**config.mk**
```make
export PLATFORM = sky130hd
export DESIGN_NAME = power_mode_controller
export DESIGN_NICKNAME = d
export VERILOG_FILES = /design/src/include/power_mode_pkg.sv /design/src/hdl/power_mode_controller.sv
export SDC_FILE = /design/constraint.sdc
export NUM_CORES = 1
export LEC_CHECK = 0
export BUFFER_PORTS_ARGS = -buffer_cell sky130_fd_sc_hd__buf_2
export CORE_ASPECT_RATIO = 0.8
export CORE_MARGIN = 1
export CORE_UTILIZATION = 40
export DETAILED_ROUTE_END_ITERATION = 6
export PLACE_DENSITY = 0.76
export SLEW_MARGIN = 20
export SYNTH_ARGS = -nofsm -noshare
export SYNTH_HDL_FRONTEND = slang
export SYNTH_SLANG_ARGS = --single-unit
export TNS_END_PERCENT = 1
```
**constraint.sdc**
```tcl
create_clock -name core_clk -period 1.8 [get_ports core_clk]
set_input_delay 0.27 -clock core_clk [delete_from_list [all_inputs] [get_ports core_clk]]
set_output_delay 0.27 -clock core_clk [all_outputs]
set_load 0.05 [all_outputs]
```
**src/include/power_mode_pkg.sv**
```systemverilog
// ----------------------------------------------------------------
// Power mode controller constants and types
// ----------------------------------------------------------------
package power_mode_pkg;

   // Register byte offsets on the bus
   localparam logic [3:0] PMCS_OFF = 4'h0;
   localparam logic [3:0] MODE_OFF = 4'h4;

   // Control/status field positions
   localparam int SAVE_REQ_BIT = 0;
   localparam int HF_OFF_BIT = 1;
   localparam int IDLE_BIT = 2;
   localparam int HALT_BIT = 3;
   localparam int WBPS_BIT = 5;
   localparam int HFOK_BIT = 6;
   localparam int LFOK_BIT = 7;

   // Values after reset
   localparam logic [7:0] PMCS_RESET = 8'h00;
   localparam logic [1:0] GAP_RESET = 2'h0;

   // Dead-time counter load when the clock source changes; no module clock for three cycles
   localparam logic [1:0] GAP_CYC = 2'h2;

   // Operating modes
   typedef enum logic [3:0] {
      MODE_ACTIVE = 4'b0001,
      MODE_PSAVE = 4'b0010,
      MODE_IDLE = 4'b0100,
      MODE_HALT = 4'b1000
   } mode_t;

   // Source of the module clock
   typedef enum logic [2:0] {
      ROUTE_MAIN = 3'b001,
      ROUTE_SLOW = 3'b010,
      ROUTE_OFF = 3'b100
   } route_t;

   // Clock and oscillator controls leaving the block
   typedef struct packed {
      logic main_en;
      logic slow_en;
      logic wdog_en;
      logic slow_run;
      logic hf_osc_en;
      logic lf_osc_en;
      logic wake_clk_en;
      logic cpu_stall;
   } clk_ctrl_t;

   // Active routing out of reset: main clock only, oscillators on, CPU free
   localparam clk_ctrl_t CLK_CTRL_RESET = 8'hbe;

endpackage

```
**src/hdl/power_mode_controller.sv**
```systemverilog
// Local design decisions: the placing of the registers and the Wishbone register port.
`timescale 1ns/1ps
// Operation
// - Four modes; reset enters Active
// - Active: main clock, oscillator on, watchdog slow
// - Power Save: modules run on slow clock
// - Power Save by wait stalls CPU
// - Idle: only mode and watchdog units, slow
// - Halt: all clocks off except the wake-up unit's, oscillator off
// - Halt: slow clock signal stops toggling
// - Low-frequency oscillator always runs
// - Oscillator off in Save/Idle only if present
// - Lower modes entered only by software write or wait
// - Maskable or non-maskable interrupt wakes
// - Wake-up unit clocked in every mode
// - Wake event latched until acknowledge or reset
// - Wake restores Active, execution waits service
// - Wait in Active stalls until interrupt
// - Power-save request immediate or at wait
// - Idle/Halt from Active needs wait-first bit
// - Wake clears high-frequency disable bit
// - Save/Idle entry needs stable slow clock; Idle entry from Power Save at a wait does not check it
module power_mode_controller
   import power_mode_pkg::*;
(
   input wire logic core_clk,
   input wire logic rst_n,
   input wire logic wb_cyc_i,
   input wire logic wb_stb_i,
   input wire logic wb_we_i,
   input wire logic [3:0] wb_adr_i,
   input wire logic [3:0] wb_sel_i,
   input wire logic [31:0] wb_dat_i,
   output logic [31:0] wb_dat_o,
   output logic wb_ack_o,
   input wire logic wait_exec,
   input wire logic wake_maskable,
   input wire logic wake_nmi,
   input wire logic int_ack,
   input wire logic slow_stable_pin,
   input wire logic hf_stable_pin,
   input wire logic lf_present_pin,
   output clk_ctrl_t clk_ctrl,
   output mode_t power_mode
);

   // ----------------------------------------------------------------
   // Declarations
   // ----------------------------------------------------------------
   logic [2:0] sync1_q; // First synchroniser stage, read only by stage two
   logic [2:0] sync2_q; // Synchronised oscillator status and strap
   logic slow_ok; // Slow clock running and stable
   logic hf_ok; // High-frequency clock stable
   logic lf_present; // Low-frequency crystal fitted
   logic ack_q; // Bus acknowledge
   logic [31:0] rdat_q; // Bus read data
   logic req; // Bus request standing
   logic wr; // Control register write commits this edge
   logic [7:0] wd; // Written byte
   logic save_req_q, hf_off_q, idle_q, halt_q, wbps_q; // Control bits
   logic wake_ev; // Wake event arriving this cycle
   logic wake_q; // Latched wake event
   logic stall_q; // CPU held after a wait
   mode_t mode_q, mode_d; // Operating mode
   route_t route_q, route_d; // Module clock source
   route_t route_tgt; // Source the mode asks for
   logic [1:0] gap_q, gap_d; // Dead-time counter
   clk_ctrl_t ctrl_q, ctrl_d; // Registered clock controls

   // ----------------------------------------------------------------
   // Input synchronisers
   // ----------------------------------------------------------------
   // Status comes from oscillator circuits outside this clock domain
   genvar gi;
   generate
      for (gi = 0; gi < 3; gi++) begin : g_sync
         always_ff @(posedge core_clk) begin
            if (!rst_n) begin
               sync1_q[gi] <= 1'b0;
               sync2_q[gi] <= 1'b0;
            end else begin
               sync1_q[gi] <= gi == 0 ? slow_stable_pin :
                              gi == 1 ? hf_stable_pin : lf_present_pin;
               sync2_q[gi] <= sync1_q[gi];
            end
         end
      end
   endgenerate

   assign slow_ok = sync2_q[0];
   assign hf_ok = sync2_q[1];
   assign lf_present = sync2_q[2];

   // ----------------------------------------------------------------
   // Wishbone slave
   // ----------------------------------------------------------------
   assign req = wb_cyc_i & wb_stb_i;
   // A write takes effect on the edge where the master sees ack
   assign wr = req & wb_we_i & ack_q & wb_sel_i[0] & (wb_adr_i == PMCS_OFF);
   assign wd = wb_dat_i[7:0];
   assign wb_ack_o = ack_q;
   assign wb_dat_o = rdat_q;

   // One wait state; ack drops the cycle after it is given
   always_ff @(posedge core_clk) begin
      if (!rst_n) begin
         ack_q <= 1'b0;
      end else begin
         ack_q <= req & ~ack_q;
      end
   end

   // Read data captured with the ack; unmapped reads return zero
   always_ff @(posedge core_clk) begin
      if (!rst_n) begin
         rdat_q <= 32'h0;
      end else if (req & ~ack_q) begin
         case (wb_adr_i)
            PMCS_OFF: begin
               rdat_q <= {24'h0, slow_ok, hf_ok, wbps_q, 1'b0,
                          halt_q, idle_q, hf_off_q, save_req_q};
            end
            MODE_OFF: begin
               rdat_q <= {28'h0, mode_q};
            end
            default: begin
               rdat_q <= 32'h0;
            end
         endcase
      end
   end

   // ----------------------------------------------------------------
   // Wake-up latch
   // ----------------------------------------------------------------
   assign wake_ev = wake_maskable | wake_nmi;

   // Set wins over acknowledge so a fresh event is never lost
   always_ff @(posedge core_clk) begin
      if (!rst_n) begin
         wake_q <= 1'b0;
      end else begin
         wake_q <= wake_ev | (wake_q & ~int_ack);
      end
   end

   // CPU held after a wait until its interrupt is acknowledged
   always_ff @(posedge core_clk) begin
      if (!rst_n) begin
         stall_q <= 1'b0;
      end else if (wait_exec) begin
         stall_q <= 1'b1;
      end else if (int_ack) begin
         stall_q <= 1'b0;
      end
   end

   // ----------------------------------------------------------------
   // Mode state machine
   // ----------------------------------------------------------------
   always_comb begin
      mode_d = mode_q;
      case (mode_q)
         MODE_ACTIVE: begin
            // Only a register write or a wait can leave Active
            if (wr && wd[SAVE_REQ_BIT] && !wd[WBPS_BIT] && slow_ok) begin
               mode_d = MODE_PSAVE;
            end else if (wait_exec && wbps_q) begin
               if (halt_q) begin
                  mode_d = MODE_HALT;
               end else if (idle_q && slow_ok) begin
                  mode_d = MODE_IDLE;
               end else if (save_req_q && slow_ok) begin
                  mode_d = MODE_PSAVE;
               end
            end
         end
         MODE_PSAVE: begin
            if (wake_q && hf_ok) begin
               mode_d = MODE_ACTIVE;
            end else if (wait_exec && halt_q) begin
               mode_d = MODE_HALT;
            end else if (wait_exec && idle_q) begin
               mode_d = MODE_IDLE;
            end else if (wr && !wd[SAVE_REQ_BIT] && hf_ok) begin
               mode_d = MODE_ACTIVE;
            end
         end
         MODE_IDLE, MODE_HALT: begin
            // Active needs a stable fast clock first
            if (wake_q && hf_ok) begin
               mode_d = MODE_ACTIVE;
            end
         end
         default: begin
            mode_d = MODE_ACTIVE;
         end
      endcase
   end

   always_ff @(posedge core_clk) begin
      if (!rst_n) begin
         mode_q <= MODE_ACTIVE;
      end else begin
         mode_q <= mode_d;
      end
   end

   assign power_mode = mode_q;

   // ----------------------------------------------------------------
   // Control bits
   // ----------------------------------------------------------------
   // Request bit: set at entry, or at write when waiting for a wait
   always_ff @(posedge core_clk) begin
      if (!rst_n) begin
         save_req_q <= PMCS_RESET[SAVE_REQ_BIT];
      end else if (wake_ev) begin
         save_req_q <= 1'b0;
      end else if (mode_d == MODE_PSAVE && mode_q != MODE_PSAVE) begin
         save_req_q <= 1'b1;
      end else if (mode_q == MODE_PSAVE && mode_d == MODE_ACTIVE) begin
         save_req_q <= 1'b0;
      end else if (wr && mode_q == MODE_ACTIVE) begin
         save_req_q <= wd[SAVE_REQ_BIT] & wd[WBPS_BIT];
      end
   end

   // Software bits, cleared by hardware on a wake event
   always_ff @(posedge core_clk) begin
      if (!rst_n) begin
         hf_off_q <= PMCS_RESET[HF_OFF_BIT];
         idle_q <= PMCS_RESET[IDLE_BIT];
         halt_q <= PMCS_RESET[HALT_BIT];
      end else if (wake_ev) begin
         hf_off_q <= 1'b0;
         idle_q <= 1'b0;
         halt_q <= 1'b0;
      end else if (wr) begin
         hf_off_q <= wd[HF_OFF_BIT];
         idle_q <= wd[IDLE_BIT];
         halt_q <= wd[HALT_BIT];
      end
   end

   // Wait-first bit, software only
   always_ff @(posedge core_clk) begin
      if (!rst_n) begin
         wbps_q <= PMCS_RESET[WBPS_BIT];
      end else if (wr) begin
         wbps_q <= wd[WBPS_BIT];
      end
   end

   // ----------------------------------------------------------------
   // Module clock routing
   // ----------------------------------------------------------------
   always_comb begin
      case (mode_q)
         MODE_ACTIVE: route_tgt = ROUTE_MAIN;
         MODE_PSAVE: route_tgt = ROUTE_SLOW;
         default: route_tgt = ROUTE_OFF;
      endcase
   end

   // Break before make: both enables stay low for the gap so the
   // gating cells never see two sources or a shortened pulse
   always_comb begin
      route_d = route_q;
      gap_d = gap_q;
      case (route_q)
         ROUTE_MAIN, ROUTE_SLOW: begin
            if (route_tgt != route_q) begin
               route_d = ROUTE_OFF;
               gap_d = GAP_CYC;
            end
         end
         ROUTE_OFF: begin
            if (gap_q != GAP_RESET) begin
               gap_d = gap_q - 2'h1;
            end else if (route_tgt != ROUTE_OFF) begin
               route_d = route_tgt;
            end
         end
         default: begin
            route_d = ROUTE_OFF;
            gap_d = GAP_CYC;
         end
      endcase
   end

   always_ff @(posedge core_clk) begin
      if (!rst_n) begin
         route_q <= ROUTE_MAIN;
         gap_q <= GAP_RESET;
      end else begin
         route_q <= route_d;
         gap_q <= gap_d;
      end
   end

   // ----------------------------------------------------------------
   // Clock and oscillator controls
   // ----------------------------------------------------------------
   always_comb begin
      ctrl_d.main_en = route_q == ROUTE_MAIN;
      ctrl_d.slow_en = route_q == ROUTE_SLOW;
      ctrl_d.wdog_en = mode_q != MODE_HALT;
      ctrl_d.slow_run = mode_q != MODE_HALT;
      ctrl_d.lf_osc_en = 1'b1;
      ctrl_d.wake_clk_en = 1'b1;
      ctrl_d.cpu_stall = stall_q;
      // Oscillator restarts in Halt as soon as a wake is pending
      case (mode_q)
         MODE_ACTIVE: ctrl_d.hf_osc_en = 1'b1;
         MODE_HALT: ctrl_d.hf_osc_en = wake_q;
         default: ctrl_d.hf_osc_en = ~(hf_off_q & lf_present);
      endcase
   end

   always_ff @(posedge core_clk) begin
      if (!rst_n) begin
         ctrl_q <= CLK_CTRL_RESET;
      end else begin
         ctrl_q <= ctrl_d;
      end
   end

   assign clk_ctrl = ctrl_q;
endmodule

```
==> impl_metrics.env, run 1 <==
export IMPL_status="complete, no violations"
export IMPL_cts_sinks=35
export IMPL_num_vias=1513
export IMPL_r2r_start="power_mode[3]$_SDFF_PN0_"
export IMPL_rsz0062_at_grt="false"
export IMPL_cts_root_buf="clkbuf_8"
export IMPL_clock_latency_ps=280
export IMPL_tightestPinTransition_ps=626
export IMPL_drt_iter0_markers=115
export IMPL_portBuffers=39
export IMPL_yosysTopAreaCell="dfxtp_1"
export IMPL_grt_ovfl_total=0
export IMPL_yosys_warnings=0
export IMPL_dp_hpwl_mm=2.72
export IMPL_initial_core_util_pct=42.2
export IMPL_synth_top_area_share_pct=39.5
export IMPL_clk_pin_slew_ps=70
export IMPL_antenna_found_initial=0
export IMPL_relSlewSlack_pct=58.2
export IMPL_fill_cells=450
export IMPL_synthArstFlopShare_pct=0
export IMPL_critPathKind="register to register"
export IMPL_synth_ff_type="dfxtp_1"
export IMPL_switchingPower_uw=516
export IMPL_fin_area_sq_mm=0.00206
export IMPL_finalCritPeriodShare_pct=94.2
export IMPL_cellPowerDensity_mw_per_mm2=845
export IMPL_mappedNetlistArea_sq_mm=0.00177
export IMPL_drive_gt1_share_pct=26.1
export IMPL_holdBufCountCts=0
export IMPL_ant_nets=0
export IMPL_track_usage_pct=16.4
export IMPL_synth_edf_count=0
export IMPL_clockBufferDepth=2
export IMPL_crit_fanout=3
export IMPL_drv_cap=0
export IMPL_grt_first_pass_wirelength_mm=5.91
export IMPL_final_hold_viol_count=0
export IMPL_power_leakage_nw=0.921
export IMPL_place_area_sq_mm=0.00195
export IMPL_worst_ep_arrival_time_ps=1890
export IMPL_finalSetupViolations=0
export IMPL_netlist_top_cells_area="dfxtp_1, buf_4, nor2_1, nand2_1, mux2i_1"
export IMPL_die_height_microns=61.5
export IMPL_critPathCaptureType="register"
export IMPL_totalWireLength_mm=3.64
export IMPL_pwr_share_comb_pct=17.1
export IMPL_area_growth_pct=16.2
export IMPL_cts_htree_levels=2
export IMPL_multi_input_area_sq_um=886
export IMPL_rows=21
export IMPL_timing_hold_ws_ps=192
export IMPL_reg2reg_depth=4
export IMPL_p_int_mw=1.23
export IMPL_fin_skew_ps=3.31
export IMPL_grt_max_degree=21
export IMPL_viasPerCell=4.88
export IMPL_ir_drop_uv=492
export IMPL_hold_end="sync1_q[1]$_SDFF_PN0_"
export IMPL_swShare_pct=29.6
export IMPL_cts_buffers_inserted=5
export IMPL_timing_fmax_ghz=0.590
export IMPL_wl_per_cell_microns=11.7
export IMPL_nets=305
export IMPL_grt_pass1_vias=1287
export IMPL_hp_class="input pin to register"
export IMPL_syn_avg_cell_area_sq_um=8.52
export IMPL_gp_congestion=0.917
export IMPL_synth_seq_cells=35
export IMPL_power_frac_seq_pct=47.9
export IMPL_start_kind="register"
export IMPL_drv_slew=0
export IMPL_ys_seq_area_share_pct=39.5
export IMPL_holdPathStages=2
export IMPL_r2r_slack_ps=100
export IMPL_drcViolationCount=0
export IMPL_hp_start="hf_stable_pin"
export IMPL_synth_cell_types=43
export IMPL_r2r_end="power_mode[3]$_SDFF_PN0_"
export IMPL_clkPwrFrac_pct=35.0
export IMPL_syn_inst=208
export IMPL_die_area_sq_mm=0.00470
export IMPL_ioPinCount=97
export IMPL_firstDrtPassIters=4
export IMPL_diodes=0
export IMPL_finalWorstPathRequiredPeriod_ps=1700
export IMPL_seq_area_sq_um=711
export IMPL_die_w_microns=76.4
export IMPL_cts_tree="built"
export IMPL_coreArea_sq_mm=0.00420
export IMPL_worst_ep_required_time_ps=2000
-- cell usage in the layout, fill, tap and decap left out, types with 3 or more instances in the layout --
master,instances
a21oi_1,11
a22oi_1,7
and2_1,8
and3_1,3
buf_2,39
buf_4,9
clkbuf_8,7
conb_1,27
dfxtp_1,31
inv_1,8
mux2_2,3
mux2i_1,6
nand2_1,18
nand3_1,4
nand4_1,3
nor2_1,20
o21ai_0,10
-- cell families (layout without fill, tap and decap cells) --
group	after synthesis	in the layout	synth area share [%]
mux	9	9	5.29
other cells	2	27	0.424
fa+ha+maj	1	1	0.706
xor+xnor	1	1	0.494
buf+inv	44	64	16.2
flops	35	35	39.5
compound gates	40	40	14.3
simple gates	76	76	23.1
-- what timing repair did --
item | 4_1_cts | 5_1_grt
endpoints found under the setup margin | 0 | 3
setup buffers | 0 | 0
gates resized for setup | 0 | 1
-- cell type report --
class | instances | share of cell area, %
clock buffers | 8 | 4.86
flip-flops and latches | 35 | 34.5
repair buffers | 48 | 12.8
multi-input cells | 154 | 43.0
well taps | 57 | 3.46
inverters | 8 | 1.46
-- layer usage --
layer	global-route usage, %	up-vias	share of wire [%]
met5	0	-	0
met4	7.42	0	1.1
met3	4.59	6	6.6
met2	25.4	68	43
met1	21.8	687	49
li1	-	752	-
-- sequential cells by signal, indices dropped and copies added, names as in the netlist --
| register | flops |
|---|---|
| hf_off_q | 1 |
| power_mode | 4 |
| sync1_q | 3 |
| wb_dat_o | 7 |
| halt_q | 1 |
| hf_ok | 1 |
| clk_ctrl | 5 |
| route_q | 3 |
| wake_q | 1 |
| idle_q | 1 |
| gap_q | 2 |
| wbps_q | 1 |
| save_req_q | 1 |
| slow_ok | 1 |
| wb_ack_o | 1 |
| stall_q | 1 |
| lf_present | 1 |
-- power by group through the flow --
stage / registers [mW] / logic, mW / clock network [mW]
after floorplan: 0.870 / 0.263 / 0
after global placement: 0.848 / 0.292 / 0
after detailed placement: 0.851 / 0.297 / 0
after CTS: 0.833 / 0.298 / 0.627
after global routing: 0.838 / 0.325 / 0.669
final: 0.834 / 0.297 / 0.610
-- critical path: stages (launching register included) --
cell and delay [ps]:
dfxtp_4 340, or4b_4 510, or2_1 260, or3_1 360
a21oi_1 140
-- stage by stage --
step	total power, mW	instances	setup WS (ps)	utilization (%)	setup TNS [ps]
finish	1.74	310	105	49.0	0
global route	1.83	310	40.3	49.0	0
CTS	1.76	310	104	48.9	0
detailed placement	1.15	302	136	46.5	0
global placement	1.14	302	131	46.5	0
floorplan	1.13	233	-107	-	-125
-- how the worst max path moves through the flow --
stage / startpoint / endpoint / slack, ps / cells past startpoint
floorplan: power_mode[3]$_SDFF_PN0_ / power_mode[3]$_SDFF_PN0_ / -110 / 6
global placement: power_mode[3]$_SDFF_PN0_ / power_mode[3]$_SDFF_PN0_ / 130 / 4
detailed placement: wb_adr_i[1] / save_req_q$_SDFFE_PP0P_ / 140 / 7
CTS: power_mode[3]$_SDFF_PN0_ / save_req_q$_SDFFE_PP0P_ / 100 / 5
global route: power_mode[3]$_SDFF_PN0_ / power_mode[3]$_SDFF_PN0_ / 40 / 4
finish: power_mode[3]$_SDFF_PN0_ / power_mode[3]$_SDFF_PN0_ / 100 / 4
-- cell usage after synthesis (4+ instances only) --
master	instances
a21oi_1	11
a22oi_1	7
and2_1	8
buf_4	28
clkbuf_1	5
dfxtp_1	35
inv_1	8
mux2i_1	6
nand2_1	18
nand3_1	4
nor2_1	20
o21ai_0	10
(Power assumes the default switching activity.)
==> run 2: changes to the inputs <==
Settings changed: PLACE_DENSITY 0.76 to 0.83.
==> run 2 against run 1 <==
Against the previous run: worst hold slack got worse by 6.3 ps; register-to-register slack barely moved; clock power grew 1%; cell count stayed put; combinational power about the same; global-route usage down 0.33 points; first-iteration DRC count decreased by 0.87%; die area did not move; non-clock buffer count stayed put; sequential share of layout area unchanged; maximum frequency rose by 0.71%; highest routed layer unchanged.
==> impl_metrics.env, run 2 (same netlist as run 1, synthesis figures left out) <==
export IMPL_timing_fmax_ghz=0.594
export IMPL_postCtsResizedCells=0
export IMPL_r2r_slack_ps=120
export IMPL_rsz0062_at_grt="false"
export IMPL_holdBufCountCts=0
export IMPL_critPathKind="register to register"
export IMPL_fin_skew_ps=6.02
export IMPL_dp_cells=302
export IMPL_drcViolationCount=0
export IMPL_critPathCaptureType="register"
export IMPL_totalWireLength_mm=3.76
export IMPL_hp_class="input pin to register"
export IMPL_tns_ps=0
export IMPL_wl_per_cell_microns=12.1
export IMPL_num_vias=1500
export IMPL_cts_root_buf="clkbuf_8"
export IMPL_cts_buffers_inserted=5
export IMPL_crit_fanout=3
export IMPL_mostFrequentLayoutCells="buf_2, dfxtp_1, conb_1"
export IMPL_grt_first_pass_wirelength_mm=5.73
export IMPL_rows=21
export IMPL_ant_nets=0
export IMPL_drt_iter0_markers=114
export IMPL_cts_sinks=35
export IMPL_largest_reg_flops=7
export IMPL_holdPathStages=2
export IMPL_coreArea_sq_mm=0.00420
export IMPL_ioPinCount=97
export IMPL_grt_max_degree=21
export IMPL_antenna_found_initial=0
export IMPL_r2r_start="power_mode[3]$_SDFF_PN0_"
export IMPL_dp_hpwl_mm=2.79
export IMPL_drv_slew=0
export IMPL_drive_gt1_share_pct=26.1
export IMPL_finalWorstPathRequiredPeriod_ps=1680
export IMPL_grt_ovfl_total=0
export IMPL_gp_congestion=0.921
export IMPL_cts_setup_buffers=0
export IMPL_tightestPinTransition_ps=648
export IMPL_initial_core_util_pct=42.2
export IMPL_track_usage_pct=16.1
export IMPL_die_w_microns=76.4
export IMPL_cts_tree="built"
export IMPL_clock_latency_ps=290
export IMPL_worst_ep_arrival_time_ps=1880
export IMPL_grt_pass1_vias=1252
export IMPL_r2r_end="power_mode[3]$_SDFF_PN0_"
export IMPL_worst_ep_required_time_ps=2000
export IMPL_portBuffers=39
export IMPL_ir_drop_uv=597
export IMPL_area_growth_pct=16.2
export IMPL_power_leakage_nw=0.921
export IMPL_nets=305
export IMPL_finalCritPeriodShare_pct=93.5
export IMPL_finalSetupViolations=0
export IMPL_viasPerCell=4.84
export IMPL_firstDrtPassIters=4
export IMPL_cellPowerDensity_mw_per_mm2=849
export IMPL_cp_startpoint="power_mode[3]$_SDFF_PN0_"
export IMPL_final_common_cell="buf_2"
export IMPL_crit_path_end="power_mode[3]$_SDFF_PN0_"
export IMPL_cts_htree_levels=2
export IMPL_drv_cap=0
export IMPL_start_kind="register"
export IMPL_relSlewSlack_pct=56.8
export IMPL_die_height_microns=61.5
export IMPL_clk_pin_slew_ps=70
export IMPL_fin_cells=310
export IMPL_diodes=0
export IMPL_clockBufferDepth=2
export IMPL_status="complete, no violations"
export IMPL_fill_cells=430
export IMPL_final_hold_viol_count=0
export IMPL_reg2reg_depth=4
export IMPL_die_area_sq_mm=0.00470
## run 2: layout make-up
cell class              instances  area (sq um)  share of cell area [%]
well taps                      57          71.3                    3.46
flip-flops and latches         35           711                    34.5
repair buffers                 48           263                    12.8
multi-input cells             154           886                    43.0
inverters                       8          30.0                    1.46
clock buffers                   8           100                    4.86
## run 2: report_power, final
part	leakage, nW	switching (mW)	internal, mW
clock network	0.0515	0.270	0.349
logic	0.583	0.230	0.0696
registers	0.286	0.0252	0.807
## run 2: worst max-delay path, cell delays in order, from the launching register on
cell and delay [ps]:
dfxtp_4 340, or4b_4 510, or2_1 260, or3_1 350, a21oi_1 140
## run 2: worst min path at each step
stage / startpoint / endpoint / slack, ps
after global placement: sync1_q[0]$_SDFF_PN0_ / slow_ok$_SDFF_PN0_ / 420
final: slow_stable_pin / sync1_q[0]$_SDFF_PN0_ / 190
after detailed placement: sync1_q[0]$_SDFF_PN0_ / slow_ok$_SDFF_PN0_ / 430
after CTS: slow_stable_pin / sync1_q[0]$_SDFF_PN0_ / 180
after floorplan: wait_exec / stall_q$_SDFFE_PN0P_ / 390
after global routing: slow_stable_pin / sync1_q[0]$_SDFF_PN0_ / 180
## run 2: through the flow
stage / cell area, sq um / setup slack, ps / total power [mW] / hold slack, ps / util, %
2_1_floorplan: 1880 / -107 / 1.13 / 387 / -
3_3_place_gp: 1950 / 17.1 / 1.14 / 416 / 46.5
3_5_place_dp: 1950 / 80.1 / 1.15 / 430 / 46.5
4_1_cts: 2050 / 127 / 1.76 / 182 / 48.9
5_1_grt: 2060 / 40.4 / 1.83 / 180 / 49.0
6_report: 2060 / 117 / 1.75 / 185 / 49.0
## run 2: per-layer routing
layer	global-route usage, %	vias to the layer above	part of all wire (%)
li1	-	756	-
met1	20.9	684	46
met2	25.5	56	46
met3	5.04	4	7.2
met4	6.59	0	0.82
met5	0	-	0
